`src/irq_error_pkg.sv`:
```
// shared offsets, bit positions, reset values and codes for the irq and error flag unit
package irq_error_pkg;

    // register offsets as printed
    localparam logic [7:0] core_event_flags_addr   = 8'h06;
    localparam logic [7:0] timer_event_flags_addr  = 8'h07;
    localparam logic [7:0] core_event_enable_addr  = 8'h08;
    localparam logic [7:0] timer_event_enable_addr = 8'h09;
    localparam logic [7:0] receive_error_addr      = 8'h0a;

    // write convention: bit 7 picks set or clear
    localparam int set_dir_bit = 7;

    // timer event flags / enables
    localparam int global_bit      = 6;
    localparam int card_detect_bit = 5;
    localparam int timer_count     = 5;
    localparam int timer_flag_bits = 6;
    localparam int pin_style_bit   = 7;
    localparam int pin_enable_bit  = 6;

    // core event flags / enables
    localparam int core_flag_bits    = 7;
    localparam int high_alert_bit    = 6;
    localparam int low_alert_bit     = 5;
    localparam int command_done_bit  = 4;
    localparam int transmit_done_bit = 3;
    localparam int receive_done_bit  = 2;
    localparam int error_request_bit = 1;
    localparam int frame_start_bit   = 0;
    localparam int polarity_bit      = 7;

    // receive error register
    localparam int nvm_error_bit     = 7;
    localparam int illegal_write_bit = 6;
    localparam int overflow_bit      = 5;
    localparam int short_frame_bit   = 4;
    localparam int no_data_bit       = 3;
    localparam int collision_bit     = 2;
    localparam int protocol_bit      = 1;
    localparam int integrity_bit     = 0;

    // reset values
    localparam logic [7:0] enable_reset = 8'h00;
    localparam logic [7:0] error_reset  = 8'h00;
    localparam logic [7:0] rdata_reset  = 8'h00;

    // transceiver state codes
    localparam logic [2:0] state_rx_wait   = 3'h5;
    localparam logic [2:0] state_wait_data = 3'h6;
    localparam logic [2:0] state_receiving = 3'h7;

    // least frame lengths, in received bits
    localparam int          bit_count_width  = 13;
    localparam logic [12:0] min_frame_bits   = 13'h0004;
    localparam logic [12:0] min_frame_bits_s = 13'h0018;

endpackage

```
`src/flag_set_clear.sv`:
```
// sticky flag bank with set/clear write convention, hardware set wins
`timescale 1ns/10ps
module flag_set_clear #(
    parameter int WIDTH = 7
) (
    // clock and reset
    input  wire logic             clk_i,
    input  wire logic             rst_n_i,
    // software write
    input  wire logic             wr_i,
    input  wire logic [WIDTH-1:0] mask_i,
    input  wire logic             set_dir_i,
    // hardware events
    input  wire logic [WIDTH-1:0] hw_set_i,
    // flags
    output logic      [WIDTH-1:0] flag_o
);

    logic [WIDTH-1:0] sw_set;
    logic [WIDTH-1:0] sw_clr;

    assign sw_set = (wr_i && set_dir_i) ? mask_i : '0;
    assign sw_clr = (wr_i && !set_dir_i) ? mask_i : '0;

    // an event in the clearing cycle survives
    always_ff @(posedge clk_i or negedge rst_n_i) begin
        if (!rst_n_i) begin
            flag_o <= '0;
        end else begin
            flag_o <= (flag_o & ~sw_clr) | sw_set | hw_set_i;
        end
    end

endmodule // flag_set_clear

```
`src/irq_pin_driver.sv`:
```
// interrupt pin level and drive style
`timescale 1ns/10ps
module irq_pin_driver (
    // clock and reset
    input  wire logic clk_i,
    input  wire logic rst_n_i,
    // control
    input  wire logic global_i,
    input  wire logic pin_enable_i,
    input  wire logic invert_i,
    input  wire logic push_pull_i,
    // pin
    output logic      pin_o,
    output logic      pin_oe_o
);

    logic level;

    assign level = (global_i && pin_enable_i) ^ invert_i;

    always_ff @(posedge clk_i or negedge rst_n_i) begin
        if (!rst_n_i) begin
            pin_o    <= 1'b0;
            pin_oe_o <= 1'b0;
        end else begin
            pin_o    <= level;
            // open drain only pulls low, the high level comes from the pull-up
            pin_oe_o <= push_pull_i || !level;
        end
    end

endmodule // irq_pin_driver

```
`src/irq_error_unit.sv`:
```
// interrupt aggregation, interrupt pin and error flag register
//
// Contract
// timer flags set/cleared by bit 7 write
// global flag when any enabled request active
// card detection sets card-detect flag
// each timer underflow sets own flag
// polarity bit inverts interrupt pin
// core enables gate core request flags
// timer enables gate card and timer flags
// style bit selects push-pull or open-drain
// pin enable gates global flag to pin
// failed nonvolatile command sets nvm error
// fifo write in busy phases flags error
// illegal write clears on command start; in multi-frame receive the code clears it on errors-to-fifo instead
// overflow on full write, discard later writes
// short frame after valid start sets flag
// short frames dropped, no receive-done raised
// short-frame flag clears at receive phase
// transmit with empty fifo sets no-data
// error sources set error request flag; the code uses illegal write, overflow, protocol, no-data and integrity only
// core flags use same set/clear write
// pin level is gated global xor polarity
`timescale 1ns/10ps
module irq_error_unit (
    // clock and reset
    input  wire logic        MCLK_I,
    input  wire logic        ARST_N_I,
    // register port
    input  wire logic [7:0]  ADDR_I,
    input  wire logic [7:0]  WDATA_I,
    input  wire logic        WR_I,
    input  wire logic        RD_I,
    output logic      [7:0]  RDATA_O,
    // core event pulses
    input  wire logic        HIGH_ALERT_I,
    input  wire logic        LOW_ALERT_I,
    input  wire logic        COMMAND_DONE_I,
    input  wire logic        TRANSMIT_DONE_I,
    input  wire logic        FRAME_START_I,
    // timer and card detection pulses
    input  wire logic        CARD_DETECT_I,
    input  wire logic [4:0]  TIMER_UNDERFLOW_I,
    // nonvolatile memory command end
    input  wire logic        NVM_CMD_END_I,
    input  wire logic        NVM_CMD_ERROR_I,
    // fifo side
    input  wire logic        FIFO_WRITE_I,
    input  wire logic        FIFO_FULL_I,
    input  wire logic        FIFO_EMPTY_I,
    output logic             FIFO_WRITE_ACCEPT_O,
    // command and transceiver state
    input  wire logic        CMD_START_I,
    input  wire logic        RECEIVE_CMD_START_I,
    input  wire logic        TRANSCEIVE_I,
    input  wire logic        AUTH_CMD_I,
    input  wire logic        CRC_TX_I,
    input  wire logic [2:0]  COM_STATE_I,
    input  wire logic        TX_REQUEST_I,
    input  wire logic        MULTI_FRAME_RECEIVE_I,
    input  wire logic        ERRORS_TO_FIFO_I,
    // receiver results
    input  wire logic        FRAME_END_I,
    input  wire logic        SOF_VALID_I,
    input  wire logic [12:0] FRAME_BITS_I,
    input  wire logic        DISTURBANCE_SUPPRESSION_I,
    input  wire logic        COLLISION_I,
    input  wire logic        PROTOCOL_ERROR_I,
    input  wire logic        INTEGRITY_ERROR_I,
    output logic             FRAME_DROP_O,
    // interrupt pin
    output logic             IRQ_PIN_O,
    output logic             IRQ_PIN_OE_O
);

    // register file
    logic [7:0] core_event_enable;
    logic [7:0] timer_event_enable_pin_ctrl;
    logic [7:0] receive_error_flags;
    logic [6:0] core_flags;
    logic [5:0] timer_flags;
    logic       global_interrupt_flag;

    // write decode
    logic wr_core_flags;
    logic wr_timer_flags;
    logic wr_core_enable;
    logic wr_timer_enable;

    // derived events
    logic       frame_short;
    logic       frame_drop;
    logic       receive_done_event;
    logic       illegal_state;
    logic [7:0] error_set;
    logic [7:0] error_clr;
    logic       rx_phase_clear;
    logic       illegal_clear;
    logic [2:0] prev_state;
    logic [6:0] core_hw_set;
    logic [5:0] timer_hw_set;
    logic [4:0] error_request_src;

    function automatic logic addr_hit(input logic [7:0] addr, input logic [7:0] target);
        addr_hit = (addr == target);
    endfunction

    assign wr_core_flags   = WR_I && addr_hit(ADDR_I, irq_error_pkg::core_event_flags_addr);
    assign wr_timer_flags  = WR_I && addr_hit(ADDR_I, irq_error_pkg::timer_event_flags_addr);
    assign wr_core_enable  = WR_I && addr_hit(ADDR_I, irq_error_pkg::core_event_enable_addr);
    assign wr_timer_enable = WR_I && addr_hit(ADDR_I, irq_error_pkg::timer_event_enable_addr);

    // frame length checks
    always_comb begin
        frame_short = FRAME_BITS_I < irq_error_pkg::min_frame_bits;
        frame_drop  = FRAME_END_I && (frame_short
                      || (DISTURBANCE_SUPPRESSION_I
                      && (FRAME_BITS_I < irq_error_pkg::min_frame_bits_s)));
    end

    // decoder keeps running; the drop is only reported
    assign FRAME_DROP_O       = frame_drop;
    assign receive_done_event = FRAME_END_I && !frame_drop;

    // fifo writes while receiving, sending crc or running an auth command are not legal
    assign illegal_state = CRC_TX_I || AUTH_CMD_I
                           || (COM_STATE_I == irq_error_pkg::state_rx_wait)
                           || (COM_STATE_I == irq_error_pkg::state_wait_data)
                           || (COM_STATE_I == irq_error_pkg::state_receiving);

    // overflow discards every write while it stands
    assign FIFO_WRITE_ACCEPT_O = FIFO_WRITE_I && !FIFO_FULL_I
                                 && !receive_error_flags[irq_error_pkg::overflow_bit];

    // previous transceiver state, to see entry into wait-for-data
    always_ff @(posedge MCLK_I or negedge ARST_N_I) begin
        if (!ARST_N_I) begin
            prev_state <= 3'h0;
        end else begin
            prev_state <= COM_STATE_I;
        end
    end

    assign rx_phase_clear = RECEIVE_CMD_START_I
                            || (TRANSCEIVE_I
                            && (COM_STATE_I == irq_error_pkg::state_wait_data)
                            && (prev_state != irq_error_pkg::state_wait_data));

    assign illegal_clear = MULTI_FRAME_RECEIVE_I ? ERRORS_TO_FIFO_I : CMD_START_I;

    // error set and clear terms
    always_comb begin
        error_set = 8'h00;
        error_clr = 8'h00;
        error_set[irq_error_pkg::nvm_error_bit]     = NVM_CMD_END_I && NVM_CMD_ERROR_I;
        error_clr[irq_error_pkg::nvm_error_bit]     = NVM_CMD_END_I && !NVM_CMD_ERROR_I;
        error_set[irq_error_pkg::illegal_write_bit] = FIFO_WRITE_I && illegal_state;
        error_clr[irq_error_pkg::illegal_write_bit] = illegal_clear;
        error_set[irq_error_pkg::overflow_bit]      = FIFO_WRITE_I && FIFO_FULL_I;
        error_clr[irq_error_pkg::overflow_bit]      = CMD_START_I;
        error_set[irq_error_pkg::short_frame_bit]   = FRAME_END_I && SOF_VALID_I
                                                      && frame_short;
        error_clr[irq_error_pkg::short_frame_bit]   = rx_phase_clear;
        error_set[irq_error_pkg::no_data_bit]       = TX_REQUEST_I && FIFO_EMPTY_I;
        error_clr[irq_error_pkg::no_data_bit]       = CMD_START_I;
        error_set[irq_error_pkg::collision_bit]     = COLLISION_I;
        error_clr[irq_error_pkg::collision_bit]     = rx_phase_clear;
        error_set[irq_error_pkg::protocol_bit]      = PROTOCOL_ERROR_I;
        error_clr[irq_error_pkg::protocol_bit]      = rx_phase_clear;
        error_set[irq_error_pkg::integrity_bit]     = INTEGRITY_ERROR_I;
        error_clr[irq_error_pkg::integrity_bit]     = rx_phase_clear;
    end

    // set beats clear so a coincident fault is kept
    always_ff @(posedge MCLK_I or negedge ARST_N_I) begin
        if (!ARST_N_I) begin
            receive_error_flags <= irq_error_pkg::error_reset;
        end else begin
            receive_error_flags <= (receive_error_flags & ~error_clr) | error_set;
        end
    end

    // error request fires on a fresh setting of any of its sources
    assign error_request_src = {
        error_set[irq_error_pkg::illegal_write_bit]
            && !receive_error_flags[irq_error_pkg::illegal_write_bit],
        error_set[irq_error_pkg::overflow_bit]
            && !receive_error_flags[irq_error_pkg::overflow_bit],
        error_set[irq_error_pkg::protocol_bit]
            && !receive_error_flags[irq_error_pkg::protocol_bit],
        error_set[irq_error_pkg::no_data_bit]
            && !receive_error_flags[irq_error_pkg::no_data_bit],
        error_set[irq_error_pkg::integrity_bit]
            && !receive_error_flags[irq_error_pkg::integrity_bit]
    };

    always_comb begin
        core_hw_set = 7'h00;
        core_hw_set[irq_error_pkg::high_alert_bit]    = HIGH_ALERT_I;
        core_hw_set[irq_error_pkg::low_alert_bit]     = LOW_ALERT_I;
        core_hw_set[irq_error_pkg::command_done_bit]  = COMMAND_DONE_I;
        core_hw_set[irq_error_pkg::transmit_done_bit] = TRANSMIT_DONE_I;
        core_hw_set[irq_error_pkg::receive_done_bit]  = receive_done_event;
        core_hw_set[irq_error_pkg::error_request_bit] = |error_request_src;
        core_hw_set[irq_error_pkg::frame_start_bit]   = FRAME_START_I;
    end

    always_comb begin
        timer_hw_set = {CARD_DETECT_I, TIMER_UNDERFLOW_I};
    end

    // core request flags
    flag_set_clear #(
        .WIDTH (irq_error_pkg::core_flag_bits)
    ) core_flag_bank (
        .clk_i     (MCLK_I),
        .rst_n_i   (ARST_N_I),
        .wr_i      (wr_core_flags),
        .mask_i    (WDATA_I[6:0]),
        .set_dir_i (WDATA_I[irq_error_pkg::set_dir_bit]),
        .hw_set_i  (core_hw_set),
        .flag_o    (core_flags)
    );

    // card and timer flags; the global bit is not written by software
    flag_set_clear #(
        .WIDTH (irq_error_pkg::timer_flag_bits)
    ) timer_flag_bank (
        .clk_i     (MCLK_I),
        .rst_n_i   (ARST_N_I),
        .wr_i      (wr_timer_flags),
        .mask_i    (WDATA_I[5:0]),
        .set_dir_i (WDATA_I[irq_error_pkg::set_dir_bit]),
        .hw_set_i  (timer_hw_set),
        .flag_o    (timer_flags)
    );

    // enable registers
    always_ff @(posedge MCLK_I or negedge ARST_N_I) begin
        if (!ARST_N_I) begin
            core_event_enable <= irq_error_pkg::enable_reset;
        end else if (wr_core_enable) begin
            core_event_enable <= WDATA_I;
        end
    end

    always_ff @(posedge MCLK_I or negedge ARST_N_I) begin
        if (!ARST_N_I) begin
            timer_event_enable_pin_ctrl <= irq_error_pkg::enable_reset;
        end else if (wr_timer_enable) begin
            timer_event_enable_pin_ctrl <= WDATA_I;
        end
    end

    // global flag follows the enabled requests, one cycle behind the flags
    always_ff @(posedge MCLK_I or negedge ARST_N_I) begin
        if (!ARST_N_I) begin
            global_interrupt_flag <= 1'b0;
        end else begin
            global_interrupt_flag <= |(core_flags & core_event_enable[6:0])
                                     || |(timer_flags & timer_event_enable_pin_ctrl[5:0]);
        end
    end

    irq_pin_driver pin_driver (
        .clk_i        (MCLK_I),
        .rst_n_i      (ARST_N_I),
        .global_i     (global_interrupt_flag),
        .pin_enable_i (timer_event_enable_pin_ctrl[irq_error_pkg::pin_enable_bit]),
        .invert_i     (core_event_enable[irq_error_pkg::polarity_bit]),
        .push_pull_i  (timer_event_enable_pin_ctrl[irq_error_pkg::pin_style_bit]),
        .pin_o        (IRQ_PIN_O),
        .pin_oe_o     (IRQ_PIN_OE_O)
    );

    // read data stands only in the cycle after the strobe
    always_ff @(posedge MCLK_I or negedge ARST_N_I) begin
        if (!ARST_N_I) begin
            RDATA_O <= irq_error_pkg::rdata_reset;
        end else if (!RD_I) begin
            RDATA_O <= irq_error_pkg::rdata_reset;
        end else begin
            unique case (ADDR_I)
                irq_error_pkg::core_event_flags_addr: begin
                    RDATA_O <= {1'b0, core_flags};
                end
                irq_error_pkg::timer_event_flags_addr: begin
                    RDATA_O <= {1'b0, global_interrupt_flag, timer_flags};
                end
                irq_error_pkg::core_event_enable_addr: begin
                    RDATA_O <= core_event_enable;
                end
                irq_error_pkg::timer_event_enable_addr: begin
                    RDATA_O <= timer_event_enable_pin_ctrl;
                end
                irq_error_pkg::receive_error_addr: begin
                    RDATA_O <= receive_error_flags;
                end
                default: begin
                    RDATA_O <= irq_error_pkg::rdata_reset;
                end
            endcase
        end
    end

endmodule // irq_error_unit

```
`config.mk`:
```
export PLATFORM = sky130hd
export DESIGN_NAME = irq_error_unit
export DESIGN_NICKNAME = d
export VERILOG_FILES = /design/src/irq_error_pkg.sv /design/src/flag_set_clear.sv /design/src/irq_pin_driver.sv /design/src/irq_error_unit.sv
export SDC_FILE = /design/constraint.sdc
export NUM_CORES = 1
export LEC_CHECK = 0
export BUFFER_PORTS_ARGS = -buffer_cell sky130_fd_sc_hd__buf_2
export CAP_MARGIN = 5
export CELL_PAD_IN_SITES_DETAIL_PLACEMENT = 2
export CELL_PAD_IN_SITES_GLOBAL_PLACEMENT = 2
export CORE_AREA = 2 2 97 99
export CTS_CLUSTER_SIZE = 28
export DETAILED_ROUTE_END_ITERATION = 10
export DIE_AREA = 0 0 99 101
export PLACE_DENSITY = 0.74
export SETUP_SLACK_MARGIN = 0.05
export SYNTH_ARGS = -nofsm -noshare
export SYNTH_HDL_FRONTEND = slang
export SYNTH_SLANG_ARGS = --single-unit
```
`constraint.sdc`:
```
create_clock -name MCLK_I -period 0.95 [get_ports MCLK_I]
set_input_delay 0.1425 -clock MCLK_I [delete_from_list [all_inputs] [get_ports MCLK_I]]
set_output_delay 0.1425 -clock MCLK_I [all_outputs]
set_load 0.05 [all_outputs]
```
==> metrics, run 1 <==
violations in the final reports=setup timing; width of the die=99 um; antenna violations before repair=0; clock share of power=29.6%; Area growth syn-to-layout=58.1%; class of the tightest hold or removal check=input pin to flop; mux share of post-synthesis cell area=12.0%; number of maximum-capacitance violations=0; synthesized instance count=211; chain of cells forming the critical path=buf_2 > or4_4 > nor4_4 > nand2_4 > mux2_2; Final Net Count=409; largest family of logic cells by synthesized area=compound AO/OA/AOI/OAI gates; endpoint arrival time on the critical path=1610 ps; worst slew margin relative to its limit=76.3%; All-Layer GR Usage=19.2%; xor and xnor fraction of the mapped netlist area=0.360%; Worst Skew=7.41 ps; routed wire length=9.44 mm; biggest fanout along the worst timing path=8; Yosys cell types=44; Crit-path slowest cell=sky130_fd_sc_hd__or4_4; routed wirelength normalized by instance count=20.8 um; routability cong.=0.774; wire length of the first global-routing pass=14.6 mm; starting utilization of the core area=27.1%; critical path type=input pin to flop; post-detail-place hpwl=6.39 mm; cell count of the worst hold path=2; DRT antenna net count=0; Final Setup Violations=54; number of search-and-repair iterations in the first detailed-routing pass=4; wire length on met2=5.22 mm; share of the synthesized area in compound gates (AO/OA/AOI/OAI)=20.7%; share of power burned in registers=53.1%; share of final-layout standard cells stronger than drive strength 1=58.4%; max-slew violations=0; number of global-route vias before repair=2674; aggregate global routing overflow=0; IO Count=78; pin slew with the least headroom to its limit=356 ps; detail-routed via count per cell=5.14; number of nets in the synthesized netlist=277; Final Hold Vio Count=0; met3 wire length=395 um; y dimension of the die=101 um; post-synthesis sequential area ratio=52.5%; kind of end point of the critical path=flop; internal power summed over all cells=3.14 mW; Worst Setup Slack, final=-462 ps; simple-gate share of the synthesized area=12.2%; clock-pin slew on the worst setup and hold paths=100 ps; maximum buffer depth of the clock tree=2; antenna cell count=0; total number of cells along the worst setup path=5; number of flops mapped to enable cells by yosys=0; outcome=complete, but fails checks; top routing layer used=met4; worst vdd ir=0.642 mV; Post-Synthesis Cell Area=0.00243 mm2; depth of the CTS H-tree=2; floorplan row count=35; CTS tree=yes; clock latency on the worst-skew pair=310 ps; Area after DPL=0.00334 mm2; crit-path max cell delay=560 ps; setup repair after global routing missed its margin=true; number of port buffers=75; placed cell count=431; final cell count without fillers=455; number of flip-flops and latches in the synthesized netlist=51; average size of a mapped cell=11.5 um2; relative contribution of combinational cells to total power=17.3%; FMAX=708 MHz; number of buffers created by CTS=5; First DRT Iteration DRCs=105; adder and majority cell fraction of the synthesized area=0%; switching power summed over all nets=1.26 mW; number of sinks driven by the clock tree=51; Placeable Area=0.00898 mm2; post-route cell area=0.00385 mm2; routed vias=2337; worst endpoint required time=1150 ps; Synth Flop Type=sky130_fd_sc_hd__dfrtp_1; FFs w/ async S/R, synth=100%; switching power share of the total=28.6%; total power density per cell area=1140 mW/mm2; total routed wire length on the met1 layer=3.63 mm; sort of element at the start of the critical path=input pin; clock tree root buffer cell=sky130_fd_sc_hd__clkbuf_8; DRC violation count after routing=0; commonest cells after routing, fill and taps aside=sky130_fd_sc_hd__buf_2, sky130_fd_sc_hd__dfrtp_1, sky130_fd_sc_hd__buf_4; die area=0.0100 mm2; largest net degree at the start of global routing=52; Period Utilization, post-route=149%; Synth warnings=0; Top delay family on crit path=simple AND/OR/NAND/NOR gates; buffers plus inverters on the worst setup path=1; Tmin final=1410 ps; depth of the worst register-to-register path=4; most frequent standard cell in the layout excluding fill and tap cells=sky130_fd_sc_hd__buf_2; Leak=1.73 nW; setup TNS after final layout=-15440 ps
==> kinds of logic (layout without fill, tap and decap cells) <==
family | Yosys count | in the layout
AOI/OAI and AO/OA | 67 | 67
xor gates and xnor gates | 1 | 1
buffers and inverters | 13 | 146
DFF | 51 | 51
muxes | 27 | 27
and+or+nand+nor | 52 | 52
==> repair_timing <==
action / in CTS / in global routing
hold buffers: 4 / 0
hold endpoints to repair: 54 / 0
cloned: 1 / 0
endpoints found under the setup margin: 55 / 56
setup buffers: 6 / 6
pin swaps: 41 / 13
resized for setup: 75 / 9
==> metrics by stage <==
stage               utilization (%)  hold slack [ps]  total power [mW]  worst slack, ps
floorplan                         -             -153              2.61             -688
global route                   42.8             15.0              4.60             -486
global placement               37.2              161              2.99             -772
finish                         42.8             11.9              4.39             -462
CTS                            42.0             4.66              4.40             -443
detailed placement             37.2              159              3.02             -857
==> area by class of cell <==
type | instances | area (um2)
repair buffers | 134 | 975
multi-input cells | 147 | 1350
flip-flops and latches | 51 | 1280
clock inverters | 3 | 20.0
clock buffers | 5 | 68.8
well taps | 111 | 139
fillers | 951 | 5130
inverters | 4 | 15.0
==> flip-flops by register name, summed over array words and instances, names as in the netlist, named ones only <==
signal	cells
prev_state	3
timer_flag_bank.flag_o	6
pin_driver.pin_oe_o	1
global_interrupt_flag	1
core_event_enable	8
core_flag_bank.flag_o	7
RDATA_O	8
receive_error_flags	7
timer_event_enable_pin_ctrl	8
pin_driver.pin_o	1
==> power groups by stage <==
stage | Clock (mW) | Combinational, mW | Sequential, mW
floorplan | 0 | 0.243 | 2.37
finish | 1.30 | 0.759 | 2.33
global route | 1.43 | 0.827 | 2.34
global placement | 0 | 0.629 | 2.36
CTS | 1.34 | 0.732 | 2.33
detailed placement | 0 | 0.654 | 2.37
==> cells in the mapped netlist (all sizes together), types with 5 or more instances <==
cell type	count	area share, %
a21boi	9	2.8
a21oi	11	2.3
a22oi	9	2.8
a311o	9	3.7
buf	5	1.0
dfrtp	51	52
mux2	17	7.9
mux2i	10	4.1
nand2	19	3.2
nand3	6	1.2
nor2	5	0.77
o22a	7	2.5
==> worst paths after layout <==
path / end / slack, ps / startpoint
worst max-delay path: core_event_enable[1]$_DFFE_PN0P_ / -460 / ADDR_I[6]
worst min-delay path: receive_error_flags[2]$_DFF_PN0_ / 10 / COLLISION_I
worst max register to register: global_interrupt_flag$_DFF_PN0_ / -280 / timer_flag_bank.flag_o[4]$_DFF_PN0_
worst min register to register: receive_error_flags[0]$_DFF_PN0_ / 510 / receive_error_flags[0]$_DFF_PN0_
max in group asynchronous: RDATA_O[0]$_DFF_PN0_ / 360 / ARST_N_I
min in group asynchronous: async pin / 350 / ARST_N_I
==> per-layer routing <==
| layer | vias up | global-route usage [%] |
|---|---|---|
| li1 | 1067 | - |
| met1 | 1196 | 21.9 |
| met2 | 58 | 36.4 |
| met3 | 16 | 3.19 |
| met4 | 0 | 6.11 |
| met5 | - | 0 |
(Power assumes the default switching activity.)
==> run 2: changes to the inputs <==
Settings changed: ABC_CLOCK_PERIOD_IN_PS set to 950, BUFFER_PORTS_ARGS -buffer_cell sky130_fd_sc_hd__buf_2 to -buffer_cell sky130_fd_sc_hd__buf_4, GPL_TIMING_DRIVEN set to 0.
==> run 2 against run 1 <==
The run ends with hold timing, setup timing left. Sequential share of layout area about the same. Global-route usage is 1.2 points lower. Critical path depth unchanged. Utilization about the same. Final cell count down 4.6%. Sequential power about the same. Combinational power down 0.8%. Power barely moved. Critical endpoint is now core_event_enable[0]$_DFFE_PN0P_. Largest cell class unchanged. Highest routed layer unchanged.
==> metrics, run 2 (synthesis results as in run 1) <==
outcome=complete, but fails checks; violations in the final reports=hold timing, setup timing; starting utilization of the core area=27.1% (unchanged); Hold Worst Slack=-148 ps (-160 ps); commonest cells after routing, fill and taps aside=sky130_fd_sc_hd__buf_4, sky130_fd_sc_hd__dfrtp_1, sky130_fd_sc_hd__buf_6; Worst Setup Slack, final=-512 ps (-50.2 ps); Final Hold Vio Count=51 (+51); Placeable Area=0.00898 mm2 (unchanged); setup slack of the most critical reg-to-reg path=-230 ps (+50 ps); Area after DPL=0.00324 mm2 (-2.8%); number of maximum-capacitance violations=0 (unchanged); FMAX=684 MHz (-3.4%); routed vias=2245 (-3.9%); total power density per cell area=1140 mW/mm2 (about the same); worst slew margin relative to its limit=55.1% (-21 points); floorplan row count=35 (unchanged); number of hold buffers added after cts=3 (-1); setup TNS after final layout=-15370 ps (+70.7 ps); clock-pin slew on the worst setup and hold paths=90 ps (about the same); depth of the worst register-to-register path=4 (unchanged); pin slew with the least headroom to its limit=673 ps (+317 ps); routability cong.=0.769 (-0.75%); largest registers=RDATA_O (8), core_event_enable (8), timer_event_enable_pin_ctrl (8); filler cell count=924 (-2.8%); share of final-layout standard cells stronger than drive strength 1=53.6% (-4.9 points); maximum buffer depth of the clock tree=2 (unchanged); Worst Skew=5.61 ps (-1.80 ps); First DRT Iteration DRCs=81 (-23%); DRT antenna net count=0 (unchanged); Tmin final=1460 ps (+50.2 ps); routed wire length=8.87 mm (-6.1%); critical path type=input pin to flop; number of port buffers=73 (-2.7%); IO Count=78 (unchanged); Final Net Count=389 (-4.9%); aggregate global routing overflow=0 (unchanged); wire length of the first global-routing pass=13.7 mm (-6.5%); worst vdd ir=0.554 mV (-14%); sort of element at the start of the critical path=input pin; number of search-and-repair iterations in the first detailed-routing pass=4 (unchanged); clock tree root buffer cell=sky130_fd_sc_hd__clkbuf_8; register area=0.00128 mm2 (unchanged); post-detail-place hpwl=5.87 mm (-8.1%); number of buffers created by CTS=5 (unchanged); antenna cell count=0 (unchanged); antenna violations before repair=0 (unchanged); number of global-route vias before repair=2539 (-5.0%); Leak=1.69 nW (-2.1%); clock latency on the worst-skew pair=310 ps (about the same); Final Setup Violations=53 (-1.9%); setup repair after global routing missed its margin=true; class of the tightest hold or removal check=input pin to async pin; number of sinks driven by the clock tree=51 (unchanged); DRC violation count after routing=0 (unchanged); Period Utilization, post-route=154% (+5.3 points); end of the worst register-to-register path=global_interrupt_flag$_DFF_PN0_; width of the die=99 um (unchanged); die area=0.0100 mm2 (unchanged); post-route cell area=0.00385 mm2 (about the same); max-slew violations=0 (unchanged); utilization of the core after routing=42.9% (about the same); kind of end point of the critical path=flop; largest net degree at the start of global routing=52 (unchanged); routed wirelength normalized by instance count=20.4 um (-1.5%); y dimension of the die=101 um (unchanged); All-Layer GR Usage=18.0% (-1.2 points); CTS tree=yes; endpoint arrival time on the critical path=1660 ps (+50 ps); depth of the CTS H-tree=2 (unchanged); worst endpoint required time=1150 ps (about the same); reg-to-reg critical path startpoint=core_flag_bank.flag_o[5]$_DFF_PN0_; biggest fanout along the worst timing path=8 (unchanged); detail-routed via count per cell=5.17 (+0.71%); Area growth syn-to-layout=58.2% (about the same); area of the multi-input gates=0.00132 mm2 (-2.7%); most frequent standard cell in the layout excluding fill and tap cells=sky130_fd_sc_hd__buf_4
## run 2: area by class of cell
| class | instances | area share (%) |
|---|---|---|
| well taps | 111 | 3.61 |
| flip-flops and latches | 51 | 33.2 |
| multi-input cells | 147 | 34.2 |
| clock inverters | 1 | 0.130 |
| inverters | 4 | 0.390 |
| repair buffers | 105 | 23.9 |
| clock buffers | 6 | 2.15 |
| plain buffers | 9 | 2.44 |
## run 2: metrics by stage
stage          setup WS, ps  instances  total power, mW
3_3_place_gp          -1150        395             2.99
6_report               -512        434             4.39
5_1_grt                -561        434             4.58
4_1_cts                -529        424             4.39
3_5_place_dp          -1190        395             3.02
2_1_floorplan          -688        211             2.61
## run 2: metal layers
metal / up-vias / track usage (%) / part of all wire [%]
met1: 1160 / 21.4 / 41
met5: - / 0 / 0
li1: 1035 / - / -
met4: 0 / 4.11 / 1.1
met2: 42 / 34.0 / 55
met3: 8 / 2.77 / 3.0
## run 2: repair_timing
item	CTS	global route
pin swaps	39	14
endpoints found under the hold margin	54	51
setup buffers	19	10
gates resized for setup	62	15
endpoints found under the setup margin	54	54
## run 2: worst max path at each step
stage / from / to / depth (start not counted) / slack [ps]
floorplan: ADDR_I[7] / core_event_enable[0]$_DFFE_PN0P_ / 4 / -690
global placement: ADDR_I[7] / core_event_enable[0]$_DFFE_PN0P_ / 5 / -1150
detailed placement: ADDR_I[7] / core_event_enable[5]$_DFFE_PN0P_ / 5 / -1190
CTS: ADDR_I[7] / core_event_enable[0]$_DFFE_PN0P_ / 5 / -530
global route: ADDR_I[7] / core_event_enable[0]$_DFFE_PN0P_ / 5 / -560
finish: ADDR_I[7] / core_event_enable[0]$_DFFE_PN0P_ / 5 / -510
## run 2: critical path, stage by stage
cell	delay [ps]
sky130_fd_sc_hd__buf_8	90
sky130_fd_sc_hd__or4_4	560
sky130_fd_sc_hd__nor4_4	350
sky130_fd_sc_hd__nand2_4	180
sky130_fd_sc_hd__mux2_4	330
## run 2: where the power goes
| part | internal, mW | switching, mW |
|---|---|---|
| Sequential | 2.26 | 0.0682 |
| Combinational | 0.391 | 0.362 |
| Clock | 0.574 | 0.741 |
